<file path="src/rtl/pca_cfg_pkg.sv">
/*
 Constants for the counter array mode and PWM configuration registers.
 Assumes an 8-bit special function register bus with one-cycle writes.
*/
package pca_cfg_pkg;
	// ==========================================
	// Register addresses
	localparam logic [7:0] ADDR_MODE_CTRL = 8'hd9;
	localparam logic [7:0] ADDR_PWM_CFG = 8'hdf;
	// ==========================================
	// Mode register fields
	localparam int MD_IDLE_SUSPEND = 7;
	localparam int MD_WD_ENABLE = 6;
	localparam int MD_WD_LOCK = 5;
	localparam int MD_TB_LSB = 1;
	localparam int MD_WRAP_IRQ_EN = 0;
	localparam logic [7:0] MODE_RESET = 8'h40;
	// ==========================================
	// PWM register fields
	localparam int PW_BANK_SEL = 7;
	localparam int PW_WRAP_IRQ_EN = 6;
	localparam int PW_WRAP_FLAG = 5;
	localparam int PW_LEN_LSB = 0;
	localparam logic [7:0] PWM_RESET = 8'h00;
	localparam logic [2:0] UNUSED_READ = 3'h0;
	// ==========================================
	// Timebase sources
	typedef enum logic [2:0] {
		TB_SYS_DIV12 = 3'h0,
		TB_SYS_DIV4 = 3'h1,
		TB_TIMER0_OVF = 3'h2,
		TB_EXT_FALL = 3'h3,
		TB_SYS = 3'h4,
		TB_EXT_DIV8 = 3'h5
	} timebase_t;
	// Cycle lengths
	typedef enum logic [1:0] {
		LEN_8 = 2'h0,
		LEN_9 = 2'h1,
		LEN_10 = 2'h2,
		LEN_11 = 2'h3
	} cycle_len_t;
	// Counter bit positions whose carry marks a cycle wrap
	localparam int WRAP_BIT_8 = 7;
endpackage

</file>
<file path="src/rtl/pca_mode_pwm_config.sv">
/*
 Mode and PWM configuration registers of the programmable counter array.
 Assumes the CPU register bus is synchronous to i_clk and the counter core
 reports carries out of counter bits 7..10 as one-cycle pulses.
*/
`timescale 1ns/1ns
module pca_mode_pwm_config #(
	parameter int CHANNELS = 6
)
(
	input wire logic i_clk,
	input wire logic i_rst,
	input wire logic [7:0] i_addr,
	input wire logic i_wr,
	input wire logic [7:0] i_wdata,
	input wire logic i_rd,
	input wire logic [3:0] i_carry,
	input wire logic i_cpu_idle,
	input wire logic [CHANNELS-1:0] i_pwm16,
	input wire logic [CHANNELS-1:0] i_pwm_mode,
	output logic [7:0] o_rdata,
	output logic o_irq,
	output logic o_reload_bank_select,
	output logic [CHANNELS-1:0] o_reload_active,
	output logic [1:0] o_cycle_length_select,
	output logic o_counter_halt,
	output logic o_watchdog_enable,
	output logic [2:0] o_counter_timebase_select,
	output logic o_counter_wrap_irq_enable
);
	// ==========================================
	// Register state
	logic idle_suspend_q, idle_suspend_d;
	logic watchdog_enable_q, watchdog_enable_d;
	logic watchdog_lock_q, watchdog_lock_d;
	logic [2:0] timebase_q, timebase_d;
	logic wrap_irq_en_q, wrap_irq_en_d;
	logic bank_sel_q, bank_sel_d;
	logic cycle_irq_en_q, cycle_irq_en_d;
	logic wrap_flag_q, wrap_flag_d;
	logic [1:0] len_q, len_d;
	logic [7:0] rdata_d;
	logic [CHANNELS-1:0] reload_active_d;

	// ==========================================
	// Decode
	// Register address match, shared by the write strobes and the read mux
	function automatic logic addr_hit(input logic [7:0] addr, input logic [7:0] reg_addr);
		return addr == reg_addr;
	endfunction

	wire rd_mode = i_rd && addr_hit(i_addr, pca_cfg_pkg::ADDR_MODE_CTRL);
	wire rd_pwm = i_rd && addr_hit(i_addr, pca_cfg_pkg::ADDR_PWM_CFG);
	wire wr_mode = i_wr && addr_hit(i_addr, pca_cfg_pkg::ADDR_MODE_CTRL);
	wire wr_pwm = i_wr && addr_hit(i_addr, pca_cfg_pkg::ADDR_PWM_CFG);
	wire wd_on = watchdog_enable_q || watchdog_lock_q;
	wire [7:0] mode_rd = {idle_suspend_q, wd_on, watchdog_lock_q, 1'b0, timebase_q, wrap_irq_en_q};
	wire [7:0] pwm_rd = {bank_sel_q, cycle_irq_en_q, wrap_flag_q,
		pca_cfg_pkg::UNUSED_READ, len_q};
	// Selected carry: code 0..3 maps to counter bits 7..10
	wire wrap_event = i_carry[len_q];

	// Mode register; watchdog state freezes timebase and idle suspend
	assign watchdog_enable_d = wr_mode ? (i_wdata[pca_cfg_pkg::MD_WD_ENABLE] || watchdog_lock_q)
		: watchdog_enable_q;
	// Lock is only ever set by software, only reset clears it
	assign watchdog_lock_d = watchdog_lock_q || (wr_mode && i_wdata[pca_cfg_pkg::MD_WD_LOCK]);
	assign idle_suspend_d = (wr_mode && !wd_on) ? i_wdata[pca_cfg_pkg::MD_IDLE_SUSPEND]
		: idle_suspend_q;
	assign timebase_d = (wr_mode && !wd_on) ? i_wdata[pca_cfg_pkg::MD_TB_LSB +: 3]
		: timebase_q;
	assign wrap_irq_en_d = wr_mode ? i_wdata[pca_cfg_pkg::MD_WRAP_IRQ_EN] : wrap_irq_en_q;

	// PWM register
	assign bank_sel_d = wr_pwm ? i_wdata[pca_cfg_pkg::PW_BANK_SEL] : bank_sel_q;
	assign cycle_irq_en_d = wr_pwm ? i_wdata[pca_cfg_pkg::PW_WRAP_IRQ_EN] : cycle_irq_en_q;
	assign len_d = wr_pwm ? i_wdata[pca_cfg_pkg::PW_LEN_LSB +: 2] : len_q;
	// Hardware set wins over a software clear in the same cycle
	assign wrap_flag_d = wrap_event ? 1'b1
		: (wr_pwm ? i_wdata[pca_cfg_pkg::PW_WRAP_FLAG] : wrap_flag_q);

	// Reload value only matters for 9 to 11-bit cycles on channels in PWM mode that are not 16-bit
	assign reload_active_d = (len_q != pca_cfg_pkg::LEN_8) ? (i_pwm_mode & ~i_pwm16)
		: {CHANNELS{1'b0}};
	// Idle cycles and unmapped addresses read as zero
	assign rdata_d = rd_mode ? mode_rd
		: rd_pwm ? pwm_rd : 8'h00;

	// ==========================================
	// Mode register state
	always_ff @(posedge i_clk)
	begin
		if (i_rst)
			idle_suspend_q <= pca_cfg_pkg::MODE_RESET[pca_cfg_pkg::MD_IDLE_SUSPEND];
		else
			idle_suspend_q <= idle_suspend_d;
	end

	always_ff @(posedge i_clk)
	begin
		if (i_rst)
			watchdog_enable_q <= pca_cfg_pkg::MODE_RESET[pca_cfg_pkg::MD_WD_ENABLE];
		else
			watchdog_enable_q <= watchdog_enable_d;
	end

	always_ff @(posedge i_clk)
	begin
		if (i_rst)
			watchdog_lock_q <= pca_cfg_pkg::MODE_RESET[pca_cfg_pkg::MD_WD_LOCK];
		else
			watchdog_lock_q <= watchdog_lock_d;
	end

	always_ff @(posedge i_clk)
	begin
		if (i_rst)
			timebase_q <= pca_cfg_pkg::TB_SYS_DIV12;
		else
			timebase_q <= timebase_d;
	end

	always_ff @(posedge i_clk)
	begin
		if (i_rst)
			wrap_irq_en_q <= pca_cfg_pkg::MODE_RESET[pca_cfg_pkg::MD_WRAP_IRQ_EN];
		else
			wrap_irq_en_q <= wrap_irq_en_d;
	end

	// ==========================================
	// PWM register state
	always_ff @(posedge i_clk)
	begin
		if (i_rst)
			bank_sel_q <= pca_cfg_pkg::PWM_RESET[pca_cfg_pkg::PW_BANK_SEL];
		else
			bank_sel_q <= bank_sel_d;
	end

	always_ff @(posedge i_clk)
	begin
		if (i_rst)
			cycle_irq_en_q <= pca_cfg_pkg::PWM_RESET[pca_cfg_pkg::PW_WRAP_IRQ_EN];
		else
			cycle_irq_en_q <= cycle_irq_en_d;
	end

	always_ff @(posedge i_clk)
	begin
		if (i_rst)
			wrap_flag_q <= pca_cfg_pkg::PWM_RESET[pca_cfg_pkg::PW_WRAP_FLAG];
		else
			wrap_flag_q <= wrap_flag_d;
	end

	always_ff @(posedge i_clk)
	begin
		if (i_rst)
			len_q <= pca_cfg_pkg::LEN_8;
		else
			len_q <= len_d;
	end

	// ==========================================
	// Outputs
	// Outputs are registered copies or gated combinations of the state, so they trail it by one cycle
	always_ff @(posedge i_clk)
	begin
		if (i_rst)
			o_rdata <= 8'h00;
		else
			o_rdata <= rdata_d;
	end

	always_ff @(posedge i_clk)
	begin
		if (i_rst)
			o_irq <= 1'b0;
		else
			o_irq <= wrap_flag_q && cycle_irq_en_q;
	end

	always_ff @(posedge i_clk)
	begin
		if (i_rst)
			o_reload_bank_select <= pca_cfg_pkg::PWM_RESET[pca_cfg_pkg::PW_BANK_SEL];
		else
			o_reload_bank_select <= bank_sel_q;
	end

	always_ff @(posedge i_clk)
	begin
		if (i_rst)
			o_reload_active <= '0;
		else
			o_reload_active <= reload_active_d;
	end

	always_ff @(posedge i_clk)
	begin
		if (i_rst)
			o_cycle_length_select <= pca_cfg_pkg::LEN_8;
		else
			o_cycle_length_select <= len_q;
	end

	always_ff @(posedge i_clk)
	begin
		if (i_rst)
			o_counter_halt <= pca_cfg_pkg::MODE_RESET[pca_cfg_pkg::MD_IDLE_SUSPEND];
		else
			o_counter_halt <= idle_suspend_q && i_cpu_idle;
	end

	always_ff @(posedge i_clk)
	begin
		if (i_rst)
			o_watchdog_enable <= pca_cfg_pkg::MODE_RESET[pca_cfg_pkg::MD_WD_ENABLE];
		else
			o_watchdog_enable <= wd_on;
	end

	always_ff @(posedge i_clk)
	begin
		if (i_rst)
			o_counter_timebase_select <= pca_cfg_pkg::TB_SYS_DIV12;
		else
			o_counter_timebase_select <= timebase_q;
	end

	always_ff @(posedge i_clk)
	begin
		if (i_rst)
			o_counter_wrap_irq_enable <= pca_cfg_pkg::MODE_RESET[pca_cfg_pkg::MD_WRAP_IRQ_EN];
		else
			o_counter_wrap_irq_enable <= wrap_irq_en_q;
	end
endmodule // pca_mode_pwm_config

</file>
<file path="config.mk">
export PLATFORM = sky130hd
export DESIGN_NAME = pca_mode_pwm_config
export DESIGN_NICKNAME = d
export VERILOG_FILES = /design/src/rtl/pca_cfg_pkg.sv /design/src/rtl/pca_mode_pwm_config.sv
export SDC_FILE = /design/constraint.sdc
export NUM_CORES = 1
export LEC_CHECK = 0
export BUFFER_PORTS_ARGS = -buffer_cell sky130_fd_sc_hd__buf_2
export CORE_UTILIZATION = 30
export DETAILED_ROUTE_END_ITERATION = 7
export PLACE_DENSITY = 0.69
export SLEW_MARGIN = 20
export SYNTH_ARGS = -nofsm -noshare
export SYNTH_HDL_FRONTEND = slang
export SYNTH_SLANG_ARGS = --single-unit
</file>
<file path="constraint.sdc">
create_clock -name i_clk -period 1.4 [get_ports i_clk]
set_clock_uncertainty 0.15 [all_clocks]
set_input_delay 0.07 -clock i_clk [delete_from_list [all_inputs] [get_ports i_clk]]
set_output_delay 0.07 -clock i_clk [all_outputs]
set_load 0.02 [all_outputs]
</file>
==> results of run 1 <==
==> cell type report <==
type,instances,area [sq um]
fillers,368,2070
flip-flops and latches,35,702
repair buffers,88,573
multi-input cells,80,533
clock buffers,5,68.8
well taps,50,62.6
clock inverters,3,43.8
inverters,2,7.51
==> layout by cell type (no fill, tap or decap), types with 2 or more instances in the layout <==
cell           count
nor2_1            10
o31ai_1            6
nand2b_1           6
or2_1              2
a41oi_1            2
nand2_1            4
nand4_1            6
clkbuf_8           5
or3_1              2
buf_4              7
nor3_1             2
mux2i_1            3
a22oi_1            4
nor2b_1            5
nor3b_1            6
inv_1              2
a21oi_1            7
nand3_1            2
dlygate4sd3_1     23
dfxtp_1           34
buf_2             58
==> repair_timing <==
action	in CTS	in global routing
resized for setup	0	2
endpoints found under the setup margin	0	5
hold buffers	23	0
hold endpoints to repair	24	0
==> registers in the layout, summed over array words and instances, names as in the netlist <==
name and flops:
o_reload_active 6, idle_suspend_q 1, cycle_irq_en_q 1, o_rdata 7
wrap_flag_q 1, o_counter_wrap_irq_enable 1, timebase_q 3, o_cycle_length_select 2
o_reload_bank_select 1, watchdog_lock_q 1, o_counter_halt 1, watchdog_enable_q 1
wrap_irq_en_q 1, o_counter_timebase_select 3, bank_sel_q 1, len_q 2
o_watchdog_enable 1, o_irq 1
==> worst max-delay path by stage <==
stage                          to  slack (ns)  cells after the start
2_1_floorplan         wrap_flag_q        0.04                      3
3_3_place_gp          wrap_flag_q        0.05                      3
3_5_place_dp          wrap_flag_q        0.03                      3
4_1_cts        o_reload_active[5]        0.02                      5
5_1_grt             timebase_q[0]       0.006                      5
6_report            timebase_q[0]        0.04                      5
==> kinds of logic after synthesis <==
kind of cell    after synthesis  synth area share, %
compound gates               22                 11.6
mux                           5                 5.26
buf+inv                       9                 4.19
other cells                   1                0.292
flops                        35                 54.5
simple gates                 52                 24.1
==> power by group through the flow <==
stage / clock network, mW / registers, mW / logic, mW
floorplan: 0 / 1.02 / 0.0509
global placement: 0 / 1.02 / 0.118
detailed placement: 0 / 1.02 / 0.118
CTS: 0.913 / 0.999 / 0.168
global route: 0.964 / 0.999 / 0.188
finish: 0.894 / 1.00 / 0.171
==> worst max-delay path, stage by stage <==
cell and delay, ns:
dlygate4sd3_1 0.52, buf_2 0.14, nor2_2 0.12, and4_4 0.24, mux2_4 0.30
==> layer usage <==
| layer | wire length (um) | vias up |
|---|---|---|
| li1 | - | 616 |
| met1 | 1360 | 558 |
| met2 | 1600 | 58 |
| met3 | 253 | 6 |
| met4 | 57 | 0 |
| met5 | 0 | - |
==> results_dict.tcl, run 1 <==
set metrics [dict create \
    status "finished, final reports clean" \
    r2r_slack_ns 0.07 \
    top_usage_layer "met2" \
    cp-startpoint "i_addr[2]" \
    yosysWarningCount 0 \
    synth-seq-cells 35 \
    worstHoldPathCells 4 \
    syn_nets 161 \
    drv_cap 0 \
    cts_buffer_depth 2 \
    syn-cell-area_sq_um 1280 \
    power.switching_mw 0.437 \
    fin_hold_ws_ns 0.0811 \
    ys_async_sr_fraction_pct 0 \
    worstRegToRegCells 3 \
    use_met3_pct 5.57 \
    cts.clk_slew.worst_paths_ns 0.07 \
    min_to "o_rdata[2]" \
    avgSynthCellArea_sq_um 10.4 \
    stdcell_count 263 \
    wl_per_cell_um 12.4 \
    synth_common_cells "35 x dfxtp_1, 10 x nor2_1, 7 x a21oi_1" \
    area_growth_pct 54.9 \
    cts_tree "built" \
    seq_area_frac_synth_pct 54.5 \
    root_buffer "clkbuf_8" \
    finalMaxSlewViolations 0 \
    p_int_mw 1.63 \
    powerDensity_nw_per_um2 1040 \
    hp-start "i_rd" \
    die_y_um 67.4 \
    firstDrtPassIters 4 \
    grt_pass1_vias 1183 \
    rr_endpoint "wrap_flag_q" \
    postRouteWirelength_um 3270 \
    worst_ep_arrival_time_ns 1.39 \
    startpoint_type "input pin" \
    drtIter0Drc 41 \
    final_hold_viol_count 0 \
    netlist.area_leader.share_pct 54.5 \
    die_w_um 67.4 \
    gr-usage-met2_pct 29.1 \
    initial_core_util_pct 31.7 \
    vias_per_cell 4.71 \
    leakagePower_nw 0.878 \
    numPortBuffers 58 \
    finalPower_mw 2.06 \
    swShare_pct 21.2 \
    rsz0062_at_grt "no" \
    drive_above_1_share_pct 37.6 \
    syn_inst 124 \
    dp_cells 232 \
    use_met1_pct 15.9 \
    synth_edf_count 0 \
    layout.nets 249 \
    worstHoldPathType "input pin to flip-flop" \
    seq_power_share_pct 48.4 \
    fin_crit_sh_pct 97.1 \
    utilization_pct 49.1 \
    pin_count 61 \
    antenna_found_initial 0 \
    irDropWorstVdd_mv 0.329 \
    max_freq_ghz 0.736 \
    postRouteAntennaNets 0 \
    place_ws_ns 0.0268 \
    ys_types 33 \
    track_usage_pct 15.9 \
    critPathRequiredTime_ns 1.43 \
    synthTopCellsByArea "dfxtp_1 55%, nor3b_1 3.5%, o31ai_1 3.5%" \
    dp_hpwl_um 2230 \
    grt_pass1_wl_um 5100 \
    grt_max_degree 15 \
    htree_levels 2 \
    end_kind "flip-flop" \
    combinationalPowerShare_pct 8.3 \
    place_area_sq_um 1640 \
    fin_crit_ns 1.36 \
    setup_viol 0 \
    final_area_sq_um 1990 \
    overflow 0 \
    ys.flop_type "dfxtp_1" \
    yosysMostFrequentCell "dfxtp_1" \
    fin_setup_tns_ns 0 \
    gp_congestion 0.810 \
    reg2reg_from "len_q[0]" \
    drc_errors 0 \
    via_count 1238 \
    synth.largest_area_cell "dfxtp_1" \
    cts_inserted_buffers 5 \
    crit_fanout 4 \
    clockPowerShare_pct 43.3 \
    crit_type "input pin to flip-flop" \
    clock_sinks 35 \
    die-area_sq_um 4550 \
    num_antenna_cells 0 \
    layout_setup_ws_ns 0.0410 \
    clock_latency_ns 0.29 \
    post-cts-setup-buffers 0 \
    placementRows 23 \
    core-area_sq_um 4060 \
]
(Power assumes the default switching activity.)
==> run 2: changes to the inputs <==
--- a/config.mk
+++ b/config.mk
@@ -8,7 +8,7 @@
 export BUFFER_PORTS_ARGS = -buffer_cell sky130_fd_sc_hd__buf_2
 export CORE_UTILIZATION = 30
 export DETAILED_ROUTE_END_ITERATION = 7
-export PLACE_DENSITY = 0.69
+export PLACE_DENSITY = 0.67
 export SLEW_MARGIN = 20
 export SYNTH_ARGS = -nofsm -noshare
 export SYNTH_HDL_FRONTEND = slang
==> constraint.sdc (replaced) <==
create_clock -name i_clk -period 1.6 [get_ports i_clk]
set_clock_uncertainty 0.15 [all_clocks]
set_input_delay 0.08 -clock i_clk [delete_from_list [all_inputs] [get_ports i_clk]]
set_output_delay 0.08 -clock i_clk [all_outputs]
set_load 0.02 [all_outputs]
==> results_dict.tcl, run 2 (synthesis results as in run 1) <==
set metrics [dict create \
    seq_power_share_pct 53.8 \
    num_antenna_cells 0 \
    fin_crit_ns 1.38 \
    final_common_cell "buf_2" \
    hold_buffers 20 \
    powerDensity_nw_per_um2 847 \
    dp_hpwl_um 2290 \
    gp_congestion 0.752 \
    cts_tree "built" \
    power.switching_mw 0.373 \
    drive_above_1_share_pct 36.8 \
    die-area_sq_um 4550 \
    die_w_um 67.4 \
    leakagePower_nw 0.848 \
    initial_core_util_pct 31.7 \
    clockPowerShare_pct 37.3 \
    cts.repair.resized 0 \
    track_usage_pct 16.8 \
    nFillCells 376 \
    clock_latency_ns 0.28 \
    regMostFlops "o_rdata" \
    combinationalPowerShare_pct 8.9 \
    drv_cap 0 \
    wl_met2_um 1680 \
    post-cts-setup-buffers 0 \
    grt_max_degree 20 \
    placementRows 23 \
    die_y_um 67.4 \
    r2r_slack_ns 0.22 \
    firstDrtPassIters 4 \
    hp-start "i_rst" \
    worstHoldPathCells 2 \
    fin_hold_ws_ns 0.00702 \
    end_kind "flip-flop" \
    postRouteAntennaNets 0 \
    drtIter0Drc 28 \
    drc_errors 0 \
    cts_buffer_depth 2 \
    fin_crit_sh_pct 86.2 \
    wl_per_cell_um 13.0 \
    dr.max_layer_used "met4" \
    worstRegToRegCells 3 \
    reg_top3 "o_rdata x7, o_reload_active x6" \
    final_cell_mix "58 x buf_2, 35 x dfxtp_1, 20 x dlygate4sd3_1, 10 x nor2_1, 7 x a21oi_1" \
    p_int_mw 1.25 \
    clock_sinks 35 \
    met1_length_um 1390 \
    layout.nets 245 \
    core-area_sq_um 4060 \
    crit_type "flip-flop to flip-flop" \
    cts_inserted_buffers 5 \
    worst_ep_arrival_time_ns 1.39 \
    overflow 0 \
    cp_cell_sequence "mux4_2, a41oi_1, a21oi_1" \
    critPathBufInv 0 \
    reg2reg_from "len_q[0]" \
    vias_per_cell 4.73 \
    cts.clk_slew.worst_paths_ns 0.07 \
    startpoint_type "flip-flop" \
    crit_fanout 2 \
    htree_levels 2 \
    via_count 1225 \
    numPortBuffers 58 \
    worstHoldPathType "input pin to flip-flop" \
    grt_pass1_wl_um 5530 \
    max_freq_ghz 0.725 \
    setup_viol 0 \
    dr_wl_met3_um 244 \
    postRouteWirelength_um 3370 \
    critPathSlowestCell "mux4_2" \
    grt_pass1_vias 1238 \
    area_growth_pct 49.5 \
    rsz0062_at_grt "no" \
    swShare_pct 22.9 \
    finalMaxSlewViolations 0 \
    max_stage_delay_ns 0.51 \
    rr_endpoint "wrap_flag_q" \
    status "finished, final reports clean" \
    min_to "o_counter_halt" \
    pin_count 61 \
    largest_reg_flops 7 \
    crit_family "multiplexers" \
    root_buffer "clkbuf_8" \
    irDropWorstVdd_mv 0.359 \
    fin_setup_tns_ns 0 \
    final_hold_viol_count 0 \
    antenna_found_initial 0 \
    critPathRequiredTime_ns 1.61 \
]
-- run 2: area by class of cell --
cell class                 instances  area, sq um  area share [%]
multi-input combinational         80          531            27.6
clock buffer                       5         68.8            3.58
timing repair buffer              84          536            27.9
tap                               50         62.6            3.26
clock inverter                     3         15.0           0.782
inverter                           2         7.51           0.391
sequential                        35          701            36.5
-- run 2: layer usage --
layer  global-route usage [%]  vias to the layer above
met5                        0                        -
met4                     7.98                        0
met3                     5.41                        5
met2                     29.6                       53
met1                     18.1                      561
li1                         -                      606
-- run 2: worst register-to-register path, cell delays in order, from the launching register on --
cell and delay [ns]:
dfxtp_1 0.35, mux4_2 0.51, a41oi_1 0.17, a21oi_1 0.08
-- run 2: worst max-delay path by stage --
stage | startpoint | end | slack [ns] | cells after the start
after floorplan | len_q[0] | wrap_flag_q | 0.24 | 3
after global placement | len_q[0] | wrap_flag_q | 0.24 | 3
after detailed placement | len_q[0] | wrap_flag_q | 0.22 | 3
after CTS | len_q[0] | wrap_flag_q | 0.21 | 3
after global routing | len_q[0] | wrap_flag_q | 0.12 | 3
final | len_q[0] | wrap_flag_q | 0.22 | 3
-- run 2: stage by stage --
step                power (mW)  area [sq um]  setup WS, ns  std cells  utilization (%)
floorplan                0.939          1280         0.237        124                -
global placement         0.999          1640         0.241        231             40.3
detailed placement        1.00          1640         0.220        231             40.3
CTS                       1.64          1920         0.209        259             47.3
global route              1.70          1920         0.118        259             47.3
finish                    1.63          1920         0.220        259             47.3
-- run 2: power groups by stage --
stage	Combinational, mW	Sequential, mW	Clock, mW
floorplan	0.0445	0.894	0
global placement	0.104	0.895	0
detailed placement	0.105	0.895	0
CTS	0.142	0.875	0.628
global route	0.159	0.874	0.671
finish	0.144	0.875	0.608
==> run 3: changes to the inputs <==
--- a/config.mk
+++ b/config.mk
@@ -5,10 +5,11 @@
 export SDC_FILE = /design/constraint.sdc
 export NUM_CORES = 1
 export LEC_CHECK = 0
+export ABC_CLOCK_PERIOD_IN_PS = 1600
 export BUFFER_PORTS_ARGS = -buffer_cell sky130_fd_sc_hd__buf_2
 export CORE_UTILIZATION = 30
 export DETAILED_ROUTE_END_ITERATION = 7
-export PLACE_DENSITY = 0.67
+export PLACE_DENSITY_LB_ADDON = 0.15
 export SLEW_MARGIN = 20
 export SYNTH_ARGS = -nofsm -noshare
 export SYNTH_HDL_FRONTEND = slang
==> results_dict.tcl, run 3 (synthesis results as in run 1) <==
set metrics [dict create \
    status "finished, final reports clean" \
    rsz0062_at_grt "no" \
    placementRows 23 \
    startpoint_type "flip-flop" \
    die_y_um 67.4 \
    antenna_found_initial 0 \
    crit_type "flip-flop to flip-flop" \
    regMostFlops "o_rdata" \
    cts_inserted_buffers 5 \
    final_cell_mix "58 x buf_2, 35 x dfxtp_1, 21 x dlygate4sd3_1, 10 x nor2_1" \
    drv_cap 0 \
    via_count 1185 \
    dp_cells 229 \
    grt_pass1_wl_um 5420 \
    reg_top3 "o_rdata x7, o_reload_active x6" \
    finalMaxSlewViolations 0 \
    gp_congestion 0.770 \
    crit_fanout 4 \
    final_common_cell "buf_2" \
    stdcell_count 258 \
    cts_buffer_depth 2 \
    initial_core_util_pct 31.7 \
    cts.repair.resized 0 \
    vias_per_cell 4.59 \
    layout.nets 244 \
    root_buffer "clkbuf_8" \
    drive_above_1_share_pct 35.6 \
    overflow 0 \
    irDropWorstVdd_mv 0.437 \
    final_hold_viol_count 0 \
    leakagePower_nw 0.847 \
    pin_count 61 \
    critPathRequiredTime_ns 1.63 \
    track_usage_pct 16.7 \
    core-area_sq_um 4060 \
    cts_tree "built" \
    grt_pass1_vias 1224 \
    numPortBuffers 58 \
    powerDensity_nw_per_um2 891 \
    finalPower_mw 1.72 \
    htree_levels 2 \
    die-area_sq_um 4550 \
    fin_hold_ws_ns 0.0288 \
    wl_per_cell_um 12.6 \
    fin_crit_sh_pct 90.0 \
    num_antenna_cells 0 \
    drtIter0Drc 30 \
    area_growth_pct 50.3 \
    worstHoldPathType "input pin to flip-flop" \
    postRouteWirelength_um 3260 \
    postRouteAntennaNets 0 \
    firstDrtPassIters 4 \
    end_kind "flip-flop" \
    grt_max_degree 16 \
    clock_latency_ns 0.29 \
    setup_viol 0 \
    drc_errors 0 \
    max_freq_ghz 0.695 \
    dp_hpwl_um 2340 \
    die_w_um 67.4 \
    worst_ep_arrival_time_ns 1.47 \
    largest_reg_flops 7 \
    fin_crit_ns 1.44 \
    cts.clk_slew.worst_paths_ns 0.07 \
    fin_setup_tns_ns 0 \
    clock_sinks 35 \
]
run 3: cell count changes in the layout (fill, tap and decap cells not counted):
cell,previous run,this run
clkinv_2,3,0
buf_4,6,4
clkbuf_8,5,7
clkbuf_1,0,1
dlygate4sd3_1,20,21
run 3: final timing paths:
| kind | from | endpoint | slack (ns) | depth (start not counted) |
|---|---|---|---|---|
| setup / recovery | len_q[0] | wrap_flag_q | 0.16 | 3 |
| hold / removal | i_addr[2] | o_rdata[2] | 0.03 | 3 |
| setup reg to reg | len_q[0] | wrap_flag_q | 0.16 | 3 |
| hold reg to reg | idle_suspend_q | o_counter_halt | 0.30 | 2 |
run 3: area by class of cell:
| cell class | instances | area (sq um) |
|---|---|---|
| Fill cell | 412 | 2130 |
| Sequential cell | 35 | 701 |
| Tap cell | 50 | 62.6 |
| Multi-Input combinational cell | 80 | 531 |
| Timing Repair Buffer | 83 | 531 |
| Clock buffer | 8 | 100 |
| Inverter | 2 | 7.51 |
run 3: where the power goes:
| group | total, mW | internal [mW] | switching, mW | leakage, nW |
|---|---|---|---|---|
| Sequential | 0.875 | 0.873 | 0.00176 | 0.282 |
| Combinational | 0.144 | 0.0846 | 0.0598 | 0.513 |
| Clock | 0.703 | 0.393 | 0.310 | 0.0515 |
run 3: critical path: stages, from the launching register on:
cell     delay [ns]
dfxtp_1        0.40
mux4_2         0.53
a41oi_1        0.17
a21oi_1        0.08
run 3: what timing repair did:
action,in CTS,in global routing
hold endpoints to repair,22,0
hold buffers,21,0
setup endpoints to repair,0,0
buffers inserted,0,0
run 3: metrics by stage:
| stage | setup slack (ns) | util, % | area [sq um] |
|---|---|---|---|
| after global placement | 0.183 | 40.0 | 1620 |
| after detailed placement | 0.157 | 40.0 | 1620 |
| after global routing | 0.0825 | 47.6 | 1930 |
| after floorplan | 0.237 | - | 1280 |
| after CTS | 0.150 | 47.6 | 1930 |
| final | 0.160 | 47.6 | 1930 |
run 3: routing by layer:
layer | track usage [%] | wire length (um) | up-vias
met5 | 0 | 0 | -
met4 | 8.24 | 63 | 0
met3 | 5.91 | 203 | 6
met2 | 27.4 | 1550 | 40
met1 | 19.1 | 1440 | 535
li1 | - | - | 604
